[src/hw/swc_pkg.sv]
package swc_pkg;

   // Sleep mode codes
   localparam logic [3:0] MODE_AWAKE    = 4'h0;
   localparam logic [3:0] MODE_PIN      = 4'h1;
   localparam logic [3:0] MODE_CYC      = 4'h4;
   localparam logic [3:0] MODE_CYC_PIN  = 4'h5;
   localparam logic [3:0] MODE_SYNC_SUP = 4'h7;
   localparam logic [3:0] MODE_SYNC_CYC = 4'h8;

   // Register byte offsets
   localparam logic [7:0] OFF_CTRL     = 8'h00;
   localparam logic [7:0] OFF_WAKE     = 8'h04;
   localparam logic [7:0] OFF_SLEEP    = 8'h08;
   localparam logic [7:0] OFF_STATUS   = 8'h0C;
   localparam logic [7:0] OFF_NET_WAKE = 8'h10;
   localparam logic [7:0] OFF_NET_SLP  = 8'h14;

   // Control register fields
   localparam int CTRL_MODE_LSB   = 0;
   localparam int CTRL_FLOW_BIT   = 4;
   localparam int CTRL_REQPIN_BIT = 5;
   localparam int CTRL_IND_BIT    = 6;
   localparam int CTRL_COMM_BIT   = 7;
   localparam int CTRL_ALTSEL_BIT = 8;
   localparam int CTRL_FULLST_BIT = 9;
   localparam int CTRL_POLLER_BIT = 10;
   localparam int CTRL_BAUD_LSB   = 12;

   localparam logic [31:0] CTRL_RESET  = 32'h0000_10B0;
   localparam logic [31:0] WAKE_RESET  = 32'h0000_07D0;
   localparam logic [31:0] SLEEP_RESET = 32'h0000_00C8;

   // One wake/sleep unit is 1 ms
   localparam int CLK_MHZ     = 100;
   localparam int UNIT_US     = 1000;
   localparam int UNIT_CYC    = CLK_MHZ * UNIT_US;
   localparam int POLL_MS     = 30;
   localparam int CHAR_US     = 1042;
   localparam int CHAR_CYC    = (CHAR_US * CLK_MHZ);

   localparam logic [1:0] RESP_OKAY   = 2'h0;
   localparam logic [1:0] RESP_SLVERR = 2'h2;

   typedef enum logic [1:0] {
      SWC_SLEEP = 2'b00,
      SWC_AWAKE = 2'b01,
      SWC_DRAIN = 2'b11
   } swc_state_e;

   typedef struct packed {
      logic cmdMode;
      logic cfgBusy;
      logic serOutPending;
      logic rtsHold;
      logic txPending;
      logic rxBusy;
      logic serRx;
      logic rfRx;
   } swc_activity_s;

   typedef struct packed {
      logic syncRx;
      logic [15:0] netWake;
      logic [15:0] netSleep;
      logic netAwake;
   } swc_sync_s;

endpackage

[src/hw/swc_sleep_ctrl.sv]
// Implementation choices: the register addresses and the AXI4-Lite register port.
`timescale 1ns/1ps
// What this block does
// RULE_01 - Mode 5: low request wakes, flow low
// RULE_02 - Mode 5: awake while request low (drain state ignores the request and can still enter sleep)
// RULE_03 - Mode 5: short pulse gives full wake
// RULE_04 - Activity restarts wake timer before sleeping
// RULE_05 - Mode 7: synced, never sleeps, answers joiners
// RULE_06 - Mode 7: data only in network awake
// RULE_07 - No synchronous sleep at baud code 0
// RULE_08 - Mode 8: sleep, wake together, ignore input
// RULE_09 - Mode 8: local timing until synchronized
// RULE_10 - Sleep indicator high awake, low asleep
// RULE_11 - Flow output high asleep, low ready
// RULE_12 - Unsynced sleeper polls, sleeps, repeats
// RULE_13 - Pin mode: request high sleeps, low wakes
// RULE_14 - Mode 5: falling edge wakes, rising ignored
// RULE_15 - Pin config 0: alternate select is request
// RULE_16 - Commissioning input wakes from pin sleep
// RULE_17 - Command mode, config, serial output block sleep
// RULE_18 - Pin wake lasts one serial character
// RULE_19 - Minimum wake: wake-time or 30 ms poll
// RULE_20 - Received data extends wake by wake-time
// RULE_21 - Pending transmit, pin request deassert block sleep
// RULE_22 - Modes 4,5: receive starts time-until-sleep
// RULE_23 - Cyclic wake each period, sends poll
// RULE_24 - Pin sleep finishes activity, idles first
// RULE_25 - Inputs synchronized before detection
module swc_sleep_ctrl #(
   parameter int UNIT_CYCLES = swc_pkg::UNIT_CYC,
   parameter int CHAR_CYCLES = swc_pkg::CHAR_CYC
) (
   input  wire logic                   core_clk,
   input  wire logic                   arst_n,
   input  wire logic [7:0]             s_axi_awaddr,
   input  wire logic                   s_axi_awvalid,
   output logic                        s_axi_awready,
   input  wire logic [31:0]            s_axi_wdata,
   input  wire logic [3:0]             s_axi_wstrb,
   input  wire logic                   s_axi_wvalid,
   output logic                        s_axi_wready,
   output logic [1:0]                  s_axi_bresp,
   output logic                        s_axi_bvalid,
   input  wire logic                   s_axi_bready,
   input  wire logic [7:0]             s_axi_araddr,
   input  wire logic                   s_axi_arvalid,
   output logic                        s_axi_arready,
   output logic [31:0]                 s_axi_rdata,
   output logic [1:0]                  s_axi_rresp,
   output logic                        s_axi_rvalid,
   input  wire logic                   s_axi_rready,
   input  wire logic                   sleepRequestIn,
   input  wire logic                   altSelectIn,
   input  wire logic                   commissioningIn,
   input  wire swc_pkg::swc_activity_s act,
   input  wire swc_pkg::swc_sync_s     sync,
   output logic                        flowOut,
   output logic                        sleepIndicator,
   output logic                        awake,
   output logic                        pollReq,
   output logic                        syncReq,
   output logic                        syncAnswerEn,
   output logic                        dataTxAllow,
   output logic                        inputAccept,
   output logic                        commButton
);
   import swc_pkg::*;

   logic [31:0] ctrlReg, wakeReg, sleepReg;
   logic [2:0]  s1, s2, s3;
   swc_state_e  state;
   logic [31:0] unitCnt;
   logic [15:0] msLeft, slpLeft;
   logic [31:0] charCnt;
   logic        synced, pinWoke;

   // Bus slave
   logic        awHeld, wHeld, arBusy;
   logic [7:0]  awAddr;
   logic [31:0] wData;
   logic [3:0]  wStrb;
   wire         doWrite = awHeld && wHeld && !s_axi_bvalid;
   wire         wrOk    = awAddr == OFF_CTRL || awAddr == OFF_WAKE || awAddr == OFF_SLEEP;
   wire [31:0]  wMask   = {{8{wStrb[3]}}, {8{wStrb[2]}}, {8{wStrb[1]}}, {8{wStrb[0]}}};
   wire [3:0]   mode    = ctrlReg[CTRL_MODE_LSB +: 4];
   wire [3:0]   baud    = ctrlReg[CTRL_BAUD_LSB +: 4];

   assign s_axi_awready = !awHeld;
   assign s_axi_wready  = !wHeld;
   assign s_axi_arready = !arBusy;

   always_ff @(posedge core_clk or negedge arst_n) begin
      if (!arst_n) begin
         awHeld <= 1'b0;
         wHeld <= 1'b0;
         awAddr <= 8'h00;
         wData <= 32'h0000_0000;
         wStrb <= 4'h0;
         s_axi_bvalid <= 1'b0;
         s_axi_bresp <= RESP_OKAY;
         ctrlReg <= CTRL_RESET;
         wakeReg <= WAKE_RESET;
         sleepReg <= SLEEP_RESET;
      end else begin
         if (s_axi_awvalid && !awHeld) begin
            awHeld <= 1'b1;
            awAddr <= s_axi_awaddr;
         end
         if (s_axi_wvalid && !wHeld) begin
            wHeld <= 1'b1;
            wData <= s_axi_wdata;
            wStrb <= s_axi_wstrb;
         end
         if (doWrite) begin
            awHeld <= 1'b0;
            wHeld <= 1'b0;
            s_axi_bvalid <= 1'b1;
            s_axi_bresp <= wrOk ? RESP_OKAY : RESP_SLVERR;
            if (awAddr == OFF_CTRL)
               ctrlReg <= (ctrlReg & ~wMask) | (wData & wMask);
            if (awAddr == OFF_WAKE)
               wakeReg <= (wakeReg & ~wMask) | (wData & wMask);
            if (awAddr == OFF_SLEEP)
               sleepReg <= (sleepReg & ~wMask) | (wData & wMask);
         end else if (s_axi_bvalid && s_axi_bready) begin
            s_axi_bvalid <= 1'b0;
         end
      end
   end

   wire [31:0] statusWord = {26'h0, pinWoke, synced, awake, state == SWC_DRAIN, state};
   logic [31:0] rdMux;
   logic        rdOk;
   always_comb begin
      rdOk = 1'b1;
      case (s_axi_araddr)
         OFF_CTRL:     rdMux = ctrlReg;
         OFF_WAKE:     rdMux = wakeReg;
         OFF_SLEEP:    rdMux = sleepReg;
         OFF_STATUS:   rdMux = statusWord;
         OFF_NET_WAKE: rdMux = {16'h0, synced ? sync.netWake : wakeReg[15:0]};
         OFF_NET_SLP:  rdMux = {16'h0, synced ? sync.netSleep : sleepReg[15:0]};
         default: begin
            rdMux = 32'h0000_0000;
            rdOk = 1'b0;
         end
      endcase
   end

   always_ff @(posedge core_clk or negedge arst_n) begin
      if (!arst_n) begin
         arBusy <= 1'b0;
         s_axi_rvalid <= 1'b0;
         s_axi_rdata <= 32'h0000_0000;
         s_axi_rresp <= RESP_OKAY;
      end else if (s_axi_arvalid && !arBusy) begin
         arBusy <= 1'b1;
         s_axi_rvalid <= 1'b1;
         s_axi_rdata <= rdMux;
         s_axi_rresp <= rdOk ? RESP_OKAY : RESP_SLVERR;
      end else if (s_axi_rvalid && s_axi_rready) begin
         arBusy <= 1'b0;
         s_axi_rvalid <= 1'b0;
      end
   end

   // Input synchronizers, idle high
   always_ff @(posedge core_clk or negedge arst_n) begin
      if (!arst_n) begin
         s1 <= 3'h7;
         s2 <= 3'h7;
         s3 <= 3'h7;
      end else begin
         s1 <= {commissioningIn, altSelectIn, sleepRequestIn}; // [RULE_25]
         s2 <= s1;
         s3 <= s2;
      end
   end

   wire altSel  = ctrlReg[CTRL_ALTSEL_BIT] && !ctrlReg[CTRL_REQPIN_BIT];
   wire reqCur  = altSel ? s2[1] : s2[0];               // [RULE_15]
   wire reqPrev = altSel ? s3[1] : s3[0];
   wire reqLow  = !reqCur;
   wire reqFall = reqPrev && !reqCur;                   // [RULE_14]
   wire commEn  = ctrlReg[CTRL_COMM_BIT];
   wire commLow = commEn && !s2[2];                     // [RULE_16]
   assign commButton = commEn && s3[2] && !s2[2];

   wire isPin    = mode == MODE_PIN;
   wire isCyc    = mode == MODE_CYC || mode == MODE_CYC_PIN;
   wire syncOk   = baud != 4'h0;                        // [RULE_07]
   wire isSupp   = mode == MODE_SYNC_SUP && syncOk;
   wire isSyncC  = mode == MODE_SYNC_CYC && syncOk;
   wire neverSlp = !(isPin || isCyc || isSyncC);
   wire fullSt   = ctrlReg[CTRL_FULLST_BIT];

   // Local timing until synced, then network timing
   wire [15:0] wakeMs  = (synced && isSyncC) ? sync.netWake : wakeReg[15:0];  // [RULE_09]
   wire [15:0] sleepMs = (synced && isSyncC) ? sync.netSleep : sleepReg[15:0];

   wire blockCmd = act.cmdMode || act.cfgBusy
                   || (act.serOutPending && !act.rtsHold);           // [RULE_17]
   wire blockTx  = act.txPending;                                    // [RULE_21]
   wire rxData   = act.serRx || act.rfRx;
   wire pinHold  = isPin && (reqLow || commLow);                     // [RULE_13] [RULE_21]
   wire cycPinLow = mode == MODE_CYC_PIN && reqLow;                  // [RULE_02]
   wire timersDone = msLeft == 16'h0 && charCnt == 32'h0;
   wire mayDrain = !pinHold && !cycPinLow && !blockCmd && !blockTx && timersDone;
   wire unitTick = unitCnt == 32'(UNIT_CYCLES - 1);

   wire pinWake  = isPin && (reqLow || commLow);                     // [RULE_13] [RULE_16]
   wire cycPinWk = mode == MODE_CYC_PIN && reqFall;                  // [RULE_01] [RULE_14]
   wire periodUp = (isCyc || isSyncC) && slpLeft == 16'h0 && unitTick; // [RULE_23] [RULE_08]
   wire slpWake  = !isSyncC || !synced || sync.netAwake;
   wire [15:0] minWake = fullSt || pinWoke ? wakeMs : 16'(POLL_MS);  // [RULE_19]

   always_ff @(posedge core_clk or negedge arst_n) begin
      if (!arst_n)
         unitCnt <= 32'h0;
      else
         unitCnt <= unitTick ? 32'h0 : unitCnt + 32'h1;
   end

   always_ff @(posedge core_clk or negedge arst_n) begin
      if (!arst_n) begin
         state <= SWC_AWAKE;
         msLeft <= 16'h0;
         slpLeft <= 16'h0;
         charCnt <= 32'h0;
         pinWoke <= 1'b0;
         synced <= 1'b0;
         pollReq <= 1'b0;
         syncReq <= 1'b0;
      end else begin
         pollReq <= 1'b0;
         syncReq <= 1'b0;
         if (!(isSupp || isSyncC))
            synced <= 1'b0;
         else if (sync.syncRx && state != SWC_SLEEP)
            synced <= 1'b1;                                          // [RULE_12]
         if (unitTick && msLeft != 16'h0)
            msLeft <= msLeft - 16'h1;
         if (unitTick && slpLeft != 16'h0)
            slpLeft <= slpLeft - 16'h1;
         if (charCnt != 32'h0)
            charCnt <= charCnt - 32'h1;
         case (state)
            SWC_SLEEP: begin
               if (neverSlp) begin
                  state <= SWC_AWAKE;                                // [RULE_05]
               end else if (pinWake) begin
                  state <= SWC_AWAKE;
                  charCnt <= 32'(CHAR_CYCLES);                       // [RULE_18]
               end else if (cycPinWk) begin
                  state <= SWC_AWAKE;
                  pinWoke <= 1'b1;
                  msLeft <= wakeMs;                                  // [RULE_03]
               end else if (periodUp && slpWake) begin
                  state <= SWC_AWAKE;
                  msLeft <= fullSt ? wakeMs : 16'(POLL_MS);          // [RULE_19]
                  pollReq <= isCyc && !ctrlReg[CTRL_POLLER_BIT] ? 1'b1 : isCyc; // [RULE_23]
                  syncReq <= isSyncC && !synced;                     // [RULE_12]
               end
            end
            SWC_AWAKE: begin
               if (isSyncC && synced && !sync.netAwake) begin
                  state <= SWC_DRAIN;                                // [RULE_08]
               end else if (isSyncC && !synced && msLeft == 16'h0 && !blockCmd) begin
                  state <= SWC_DRAIN;
               end else if (rxData && (isCyc || isSyncC)) begin
                  msLeft <= wakeMs;                                  // [RULE_04] [RULE_20] [RULE_22]
               end else if (cycPinWk) begin
                  msLeft <= wakeMs;                                  // [RULE_03]
                  pinWoke <= 1'b1;
               end else if (!neverSlp && mayDrain) begin
                  state <= SWC_DRAIN;
               end
               if (isCyc && msLeft == 16'h0 && !pinWoke && minWake == 16'h0)
                  pinWoke <= 1'b0;
            end
            SWC_DRAIN: begin
               if (neverSlp || pinWake && isPin) begin
                  state <= SWC_AWAKE;
               end else if (!act.rxBusy && !blockTx && !blockCmd) begin
                  state <= SWC_SLEEP;                                // [RULE_24]
                  pinWoke <= 1'b0;
                  slpLeft <= sleepMs;
               end
            end
            default: state <= SWC_AWAKE;
         endcase
      end
   end

   assign awake        = state != SWC_SLEEP;
   assign inputAccept  = awake;                                      // [RULE_08]
   assign syncAnswerEn = isSupp || (isSyncC && synced && awake);     // [RULE_05]
   assign dataTxAllow  = isSupp ? (synced && sync.netAwake) : awake; // [RULE_06]

   always_ff @(posedge core_clk or negedge arst_n) begin
      if (!arst_n) begin
         flowOut <= 1'b1;
         sleepIndicator <= 1'b0;
      end else begin
         flowOut <= ctrlReg[CTRL_FLOW_BIT] ? !(state == SWC_AWAKE) : 1'b0; // [RULE_11] [RULE_01]
         sleepIndicator <= ctrlReg[CTRL_IND_BIT] ? awake : 1'b0;            // [RULE_10]
      end
   end

   a_pin_sleep_hold: assert property (@(posedge core_clk) disable iff (!arst_n)
      (isPin && pinHold && state == SWC_AWAKE) |=> state == SWC_AWAKE) // [RULE_13]
      else $error("pin sleep entered while request low");
   a_fall_wakes: assert property (@(posedge core_clk) disable iff (!arst_n)
      (state == SWC_SLEEP && mode == MODE_CYC_PIN && reqFall) |=> awake) // [RULE_14]
      else $error("falling edge did not wake");
   a_block_cmd: assert property (@(posedge core_clk) disable iff (!arst_n)
      (state == SWC_DRAIN && blockCmd) |=> state != SWC_SLEEP) // [RULE_17]
      else $error("slept during command activity");
   a_tx_block: assert property (@(posedge core_clk) disable iff (!arst_n)
      (state == SWC_DRAIN && act.txPending) |=> state != SWC_SLEEP) // [RULE_21]
      else $error("slept with transmit pending");
   a_support_awake: assert property (@(posedge core_clk) disable iff (!arst_n)
      isSupp |-> ##1 state != SWC_SLEEP ##1 state != SWC_SLEEP) // [RULE_05]
      else $error("support node slept");
   a_ind_follows: assert property (@(posedge core_clk) disable iff (!arst_n)
      ctrlReg[CTRL_IND_BIT] && $stable(ctrlReg) |=> sleepIndicator == $past(awake)) // [RULE_10]
      else $error("indicator wrong");
   a_flow_asleep: assert property (@(posedge core_clk) disable iff (!arst_n)
      (ctrlReg[CTRL_FLOW_BIT] && state == SWC_SLEEP) |=> flowOut) // [RULE_11]
      else $error("flow output low while asleep");
   a_baud_zero: assert property (@(posedge core_clk) disable iff (!arst_n)
      (baud == 4'h0) |-> !syncAnswerEn) // [RULE_07]
      else $error("sync active at baud code 0");
   a_mode5_low: assert property (@(posedge core_clk) disable iff (!arst_n)
      (state == SWC_AWAKE && cycPinLow) |=> state == SWC_AWAKE) // [RULE_02]
      else $error("mode 5 slept with request low");
   a_rx_extend: assert property (@(posedge core_clk) disable iff (!arst_n)
      (state == SWC_AWAKE && isCyc && rxData && wakeMs != 16'h0) |=> msLeft != 16'h0) // [RULE_20]
      else $error("receive did not extend wake");

endmodule // swc_sleep_ctrl

[config.mk]
export PLATFORM = sky130hd
export DESIGN_NAME = swc_sleep_ctrl
export DESIGN_NICKNAME = d
export VERILOG_FILES = /design/src/hw/swc_pkg.sv /design/src/hw/swc_sleep_ctrl.sv
export SDC_FILE = /design/constraint.sdc
export NUM_CORES = 1
export LEC_CHECK = 0
export BUFFER_PORTS_ARGS = -buffer_cell sky130_fd_sc_hd__buf_2
export CAP_MARGIN = 20
export CORE_MARGIN = 5
export CORE_UTILIZATION = 40
export DETAILED_ROUTE_END_ITERATION = 8
export SLEW_MARGIN = 30
export SYNTH_ARGS = -nofsm -noshare
export SYNTH_HDL_FRONTEND = slang
export SYNTH_SLANG_ARGS = --single-unit
[constraint.sdc]
create_clock -name core_clk -period 4 [get_ports core_clk]
set_clock_uncertainty 0.2 [all_clocks]
set_input_delay 0.4 -clock core_clk [delete_from_list [all_inputs] [get_ports core_clk]]
set_output_delay 0.4 -clock core_clk [all_outputs]
set_load 0.01 [all_outputs]
# ---- Word level (Yosys, flattened, before mapping)
# Cells that the tools add are included.
dict set report classes {
  n_mux 77
  addsub 4
  bitwise_logic 8
  reduce_logical 104
  n_eq_ne 28
}
# op n
set ops {}
lappend ops {{$mux W16} 19}
lappend ops {{$pmux W32 S6} 1}
lappend ops {{$mux W32} 5}
lappend ops {{$and A32 B32 Y32} 4}
lappend ops {{$or A32 B32 Y32} 3}
lappend ops {{$logic_not A16 Y1} 3}
lappend ops {{$logic_and A1 B1 Y1} 45}
lappend ops {{$mux W1} 36}
lappend ops {{$add A32 B1 Y32 const B} 1}
lappend ops {{$eq A32 B17 Y1 const B} 1}
lappend ops {{$logic_not A32 Y1} 1}
lappend ops {{$not A32 Y32} 1}
lappend ops {{$pmux W16 S2} 1}
lappend ops {{$reduce_bool A16 Y1} 2}
lappend ops {{$reduce_bool A32 Y1} 1}
lappend ops {{$sub A16 B1 Y16 const B} 2}
lappend ops {{$sub A32 B1 Y32 const B} 1}
lappend ops {{$mux W2} 13}
lappend ops {{$eq A8 B4 Y1 const B} 3}
lappend ops {{$logic_not A1 Y1} 20}
lappend ops {{$eq A8 B3 Y1 const B} 2}
lappend ops {{$eq A8 B5 Y1 const B} 2}
lappend ops {{$logic_not A8 Y1} 2}
lappend ops {{$logic_or A1 B1 Y1} 16}
lappend ops {{other kinds (21)} 36}
dict set report word_totals {
  elab_cells 248
  output_inout_bits 50
  regBits 293
  in_bits 104
}

# ---- Logic depth before layout (Yosys ltp)
# Gate-level depths: netlist of the first run.
dict set report logic_depth {
  ltp_word 18
  depth_mapped 10
  ltp_nobuf 9
}

# ---- Least setup slack after synthesis of the first run
# No wires, ideal clock.
dict set report synth_timing {
  path_kind {reg2reg}
  start {register unitCnt[29]}
  end {register slpLeft[13]}
  setup_time_ns 0.082
  path_stages_with_launch 9
  period_less_slack_ns 3.239
  path_buffers 1
  slack_ns 0.761
  required_time_ns 3.718
  arrival_ns 2.957
  cell_sequence {dfrtp_1 -> or4_1 -> or4_1 -> or3_1 -> buf_2 -> a2111oi_4 -> nand2_2 -> or4_1 -> a31oi_1}
}
dict set report synth_between {
  elab_chain_cells 6
}
# item line_no
set synth_lines {}
lappend synth_lines {{from (decl)} swc_sleep_ctrl.sv:72} ;# logic [31:0] unitCnt;
lappend synth_lines {{from (signal assigned)} swc_sleep_ctrl.sv:221} ;# unitCnt <= unitTick ? 32'h0 : unitCnt + 32'h1;
lappend synth_lines {{$eq A32 B17 Y1 *} swc_sleep_ctrl.sv:209} ;# wire unitTick = unitCnt == 32'(UNIT_CYCLES - 1);
lappend synth_lines {{$logic_and A1 B1 Y1 *} swc_sleep_ctrl.sv:243} ;# if (unitTick && slpLeft != 16'h0)
lappend synth_lines {{$mux W16 *} swc_sleep_ctrl.sv:243}
lappend synth_lines {{$mux W16} swc_sleep_ctrl.sv:284} ;# end else if (!act.rxBusy && !blockTx && !blockCmd) begin
lappend synth_lines {{$mux W16} swc_sleep_ctrl.sv:282} ;# if (neverSlp || pinWake && isPin) begin
lappend synth_lines {{$mux W16 *} swc_sleep_ctrl.sv:247} ;# case (state)
lappend synth_lines {{to (signal assigned)} swc_sleep_ctrl.sv:244} ;# slpLeft <= slpLeft - 16'h1;
lappend synth_lines {{to (signal assigned)} swc_sleep_ctrl.sv:287} ;# slpLeft <= sleepMs;
lappend synth_lines {{to (decl)} swc_sleep_ctrl.sv:73} ;# logic [15:0] msLeft, slpLeft;
# Every way passes the cells marked *; elsewhere a longest branch is shown, timed or not.
# A chain may end at the register's enable or synchronous reset.

==> flow_summary.json, run 1 <==
{
  "run_status": "finished clean",
  "core_area_um2": 33700,
  "start_util": 0.408,
  "tns_ns": 0,
  "rows": 67,
  "drive_above_1_share": 0.268,
  "grt_max_degree": 96,
  "cp_max_fo": 14,
  "period_needed_ns": 3.64,
  "cts_buffer_depth": 3,
  "startpoint_type": "flip-flop",
  "clock-sinks": 291,
  "synthAdderAreaFrac": 0.00455,
  "dr_wl_met3_mm": 2.13,
  "fmax_ghz": 0.275,
  "timing.final.crit_share": 0.910,
  "grt_use_total": 0.186,
  "synthXorXnorAreaFrac": 0.0504,
  "path_class": "reg -> out",
  "dp_hpwl_mm": 25.2,
  "r2r-start": "unitCnt[29]",
  "crit_required_ns": 3.40,
  "htreeDepth": 2,
  "num_vias": 10273,
  "syn_avg_cell_area_um2": 11.3,
  "worstMarginPinSlew_ns": 0.884,
  "grt-ovfl-total": 0,
  "die_h_um": 195,
  "synth_edf_count": 0,
  "finalPower_mw": 10.5,
  "synth_top_family_by_area": "multiplexers",
  "cts_tree": "yes",
  "final_nets": 1534,
  "cp-end-kind": "output port",
  "grt_pass1_vias": 10499,
  "portBuffers": 151,
  "drtIter0Drc": 617,
  "cts_root_buffer": "clkbuf_16",
  "drv_slew": 0,
  "hold_start": "sync[3]",
  "regToRegSetupSlack_ns": 0.47,
  "p_per_area_nw_per_um2": 624,
  "crit_slowest_cell": "or3_2",
  "peakVddDrop_v": 0.000456,
  "grt_pass1_wl_mm": 58.2,
  "synth_area_um2": 13700,
  "synth_warnings": 0,
  "ys_ff_latch": 291,
  "hold_viol": 0,
  "cts_buffers": 35,
  "rsz0062_at_grt": "no",
  "finalSetupViolCount": 0,
  "final_cell_mix": "dfrtp_1 (267), buf_2 (150), mux2_2 (130), nand2_1 (96), nor2_1 (88)",
  "wl_met2_mm": 16.6,
  "detail_route.wirelength_mm": 36.0,
  "synth-simple-area-share": 0.133,
  "synth_compound_gate_area_share": 0.0983,
  "die_area_um2": 38200,
  "area_delta_synth_final_pct": 22.2,
  "antenna_cells": 0,
  "drt-met1-wl_mm": 16.2,
  "first_pass_iters": 9,
  "drc": 0,
  "routedWlPerCell_um": 18.9,
  "antenna_found_initial": 1,
  "synthMuxAreaShare": 0.160,
  "ys_async_sr_fraction": 1.00,
  "top_layer": "met5",
  "whs_ns": 0.0303,
  "clk_pin_slew_ns": 0.06,
  "hold_path_class": "in -> reg",
  "p_leak_nw": 7.95,
  "path_cells": "nor4_1, buf_4, or4b_1, or3_2, o21ai_1, buf_2",
  "cpPeakStageDelay_ns": 0.66,
  "post-route-cell-area_um2": 16800,
  "route.antenna.remaining_nets": 0,
  "cp.arrival_ns": 3.04,
  "post-route-util": 0.498,
  "place.gp.congestion": 0.868,
  "routed_via_density": 5.41,
  "synth_cells": 1211,
  "placed_area_um2": 15100,
  "relSlewSlack": 0.409,
  "layout_commonest_cell": "dfrtp_1",
  "synth_ff_type": "dfrtp_1",
  "clock_latency_ns": 0.52,
  "ios": 154,
  "cap_violations": 0,
  "die_x_um": 195,
  "post_cts_resized": 0,
  "ys_seq_area_frac": 0.532,
  "synthDistinctLibCells": 64
}
## report_power, final
group / switching (mW) / leakage (nW) / internal (mW)
combinational: 1.74 / 3.62 / 1.62
sequential: 0.412 / 3.77 / 3.52
clock: 1.25 / 0.560 / 1.94
## repair_timing
action | in CTS | in global routing
endpoints found under the setup margin | 0 | 0
endpoints found under the hold margin | 132 | 0
hold buffers | 53 | 0
buffers inserted | 0 | 0
## cells in the mapped netlist (5+ instances only)
| cell type | number | area [um2] |
|---|---|---|
| dfrtp_1 | 267 | 6680 |
| mux2_2 | 130 | 1460 |
| nand2_1 | 96 | 360 |
| nor2_1 | 89 | 334 |
| xnor2_1 | 50 | 438 |
| clkbuf_1 | 45 | 169 |
| mux2i_1 | 41 | 410 |
| a21oi_1 | 39 | 195 |
| a22o_1 | 35 | 307 |
| mux2_1 | 29 | 327 |
| nor3_1 | 29 | 145 |
| nor4_1 | 29 | 181 |
| xor2_1 | 29 | 254 |
| o21ai_0 | 27 | 135 |
| dfstp_2 | 24 | 631 |
| inv_1 | 22 | 82.6 |
| nand3_1 | 20 | 100 |
| or4_1 | 19 | 143 |
| o21ai_1 | 18 | 90.1 |
| o22ai_1 | 15 | 93.8 |
| or3_1 | 15 | 93.8 |
| nor2b_1 | 13 | 81.3 |
| a21o_1 | 12 | 90.1 |
| nand4_1 | 12 | 75.1 |
| a222oi_1 | 10 | 100 |
| nand2b_1 | 8 | 50.1 |
| a31oi_1 | 7 | 43.8 |
| nor3b_1 | 6 | 45.0 |
| a221oi_1 | 5 | 43.8 |
| ha_1 | 5 | 62.6 |
## critical path, delay by kind of cell, from the launching register on
kind | cells | cell delay, ns
AOI/OAI and AO/OA | 1 | 0.32
DFF | 1 | 0.56
buffers and inverters | 2 | 0.35
and+or+nand+nor | 3 | 1.29
## stage by stage
step,cells,setup slack [ns]
after floorplan,1212,0.761
after global placement,1783,0.529
after detailed placement,1783,0.483
after CTS,1900,0.406
after global routing,1900,0.327
final,1900,0.361
## per-layer routing
layer  vias up  global-route usage
li1       4837                   -
met1      5073               0.259
met2       293               0.294
met3        68              0.0367
met4         2              0.0579
met5         -                   0
## logic make-up after synthesis
kind of cell	count (synthesis)
AND/OR/NAND/NOR	364
flip-flops	291
multiplexers	200
AO/OA/AOI/OAI	196
XOR/XNOR	79
buffers and inverters	75
adder cells (fa/ha/maj)	5
other	1
## final cells by class
class	count	area, um2
clock inverter	10	174
clock buffer	54	997
sequential	291	7310
fill	3062	16900
multi-input combinational	846	6160
timing repair buffer	229	1510
inverter	22	82.6
tap	448	561
## worst paths after layout
check / end / cells after the start
max: syncAnswerEn / 6
min: slpLeft[2] / 3
max reg2reg: slpLeft[13] / 7
min reg2reg: s2[1] / 0
max in group asynchronous: async pin / 3
min in group asynchronous: wData[15] / 2
Note: power is estimated with default switching activity, not from simulation.
==> inputs of run 2 (changes only) <==
PLACE_DENSITY = 0.68   (was unset)
==> flow_summary.json, run 2 (synthesis gave the netlist of run 1 again) <==
{
  "final_cell_mix": "dfrtp_1 (267), buf_2 (150), mux2_2 (130), nand2_1 (96), nor2_1 (87)",
  "finalPower_mw": 10.3,
  "detail_route.wirelength_mm": 35.7,
  "die_x_um": 195,
  "clock-sinks": 291,
  "grt_max_degree": 117,
  "grt_use_total": 0.185,
  "dp_hpwl_mm": 25.1,
  "cts_tree": "yes",
  "hold_path_class": "in -> reg",
  "portBuffers": 151,
  "r2r-end": "slpLeft[13]",
  "layout_commonest_cell": "dfrtp_1",
  "placed_area_um2": 15100,
  "period_needed_ns": 3.53,
  "start_util": 0.408,
  "crit_required_ns": 4.28,
  "final_nets": 1534,
  "ios": 154,
  "cap_violations": 0,
  "route.antenna.remaining_nets": 0,
  "run_status": "finished clean",
  "ff2ff_path_depth": 7,
  "num_vias": 10376,
  "worstSetupEndpoint": "slpLeft[13]",
  "antenna_cells": 0,
  "peakVddDrop_v": 0.000474,
  "grt_pass1_vias": 10707,
  "first_pass_iters": 7,
  "dp_slack_ns": 0.488,
  "post-route-cell-area_um2": 16700,
  "cts_buffers": 31,
  "grt_pass1_wl_mm": 58.3,
  "rows": 67,
  "regToRegSetupSlack_ns": 0.47,
  "routedWlPerCell_um": 18.8,
  "drtIter0Drc": 714,
  "place.gp.congestion": 0.870,
  "routed_via_density": 5.47,
  "cts_buffer_depth": 3,
  "timing.final.crit_share": 0.883,
  "area_delta_synth_final_pct": 21.9,
  "startpoint_type": "flip-flop",
  "clk_pin_slew_ns": 0.06,
  "core_area_um2": 33700,
  "r2r-start": "unitCnt[29]",
  "cp.arrival_ns": 3.82,
  "relSlewSlack": 0.334,
  "htreeDepth": 1,
  "die_h_um": 195,
  "whs_ns": 0.0181,
  "nFillCells": 3018,
  "antenna_found_initial": 0,
  "drv_slew": 0,
  "cp-end-kind": "flip-flop",
  "die_area_um2": 38200,
  "rsz0062_at_grt": "no",
  "crit_path_start": "unitCnt[29]",
  "finalSetupViolCount": 0,
  "tns_ns": 0,
  "clock_latency_ns": 0.56,
  "setup_ws_ns": 0.468,
  "drive_above_1_share": 0.270,
  "cp_max_fo": 8,
  "cts_root_buffer": "clkbuf_16",
  "drc": 0,
  "p_per_area_nw_per_um2": 617,
  "worstMarginPinSlew_ns": 0.990,
  "path_class": "reg -> reg",
  "hold_viol": 0,
  "post_cts_resized": 0,
  "grt-ovfl-total": 0,
  "p_leak_nw": 7.92,
  "fmax_ghz": 0.283
}
-- run 2: layout make-up --
type	instances	area, um2	area share
clock buffers	42	877	0.0524
clock inverters	16	183	0.0109
inverters	22	82.6	0.00493
multi-input cells	846	6160	0.368
flip-flops and latches	291	7310	0.437
well taps	448	561	0.0335
repair buffers	233	1570	0.0936
-- run 2: repair_timing --
action	4_1_cts	5_1_grt
endpoints found under the hold margin	163	0
buffers inserted	0	0
setup endpoints to repair	0	0
hold buffers	58	0
-- run 2: worst min-delay path by stage --
| stage | start | to | slack [ns] | cells past startpoint |
|---|---|---|---|---|
| after floorplan | arst_n | async pin | -0.1 | 0 |
| after global placement | s1[0] | s2[0] | 0.15 | 0 |
| after detailed placement | s1[0] | s2[0] | 0.15 | 0 |
| after CTS | sync[27] | msLeft[10] | 0.008 | 3 |
| after global routing | sync[27] | msLeft[10] | 0.04 | 3 |
| final | sync[31] | msLeft[14] | 0.02 | 3 |
-- run 2: power breakdown --
part	internal [mW]	switching, mW
Sequential	3.52	0.420
Clock	1.74	1.21
Combinational	1.64	1.81
Total	6.90	3.44
-- run 2: per-layer routing --
| metal | track usage | share of wire | up-vias |
|---|---|---|---|
| li1 | - | - | 4841 |
| met1 | 0.254 | 0.44 | 5162 |
| met2 | 0.301 | 0.46 | 315 |
| met3 | 0.0362 | 0.067 | 58 |
| met4 | 0.0543 | 0.030 | 0 |
| met5 | 0 | 0 | - |
-- run 2: critical path, cell delays in order, from the launching register on --
cell	delay, ns
dfrtp_1	0.40
or4_1	0.53
or4_1	0.52
or3_1	0.54
a2111oi_4	0.53
nand2_2	0.15
or4_1	0.41
a31oi_1	0.16
-- run 2: through the flow --
stage	utilization	instances
6_report	0.497	1898
5_1_grt	0.497	1898
4_1_cts	0.497	1898
3_5_place_dp	0.448	1782
3_3_place_gp	0.447	1780
2_1_floorplan	-	1212
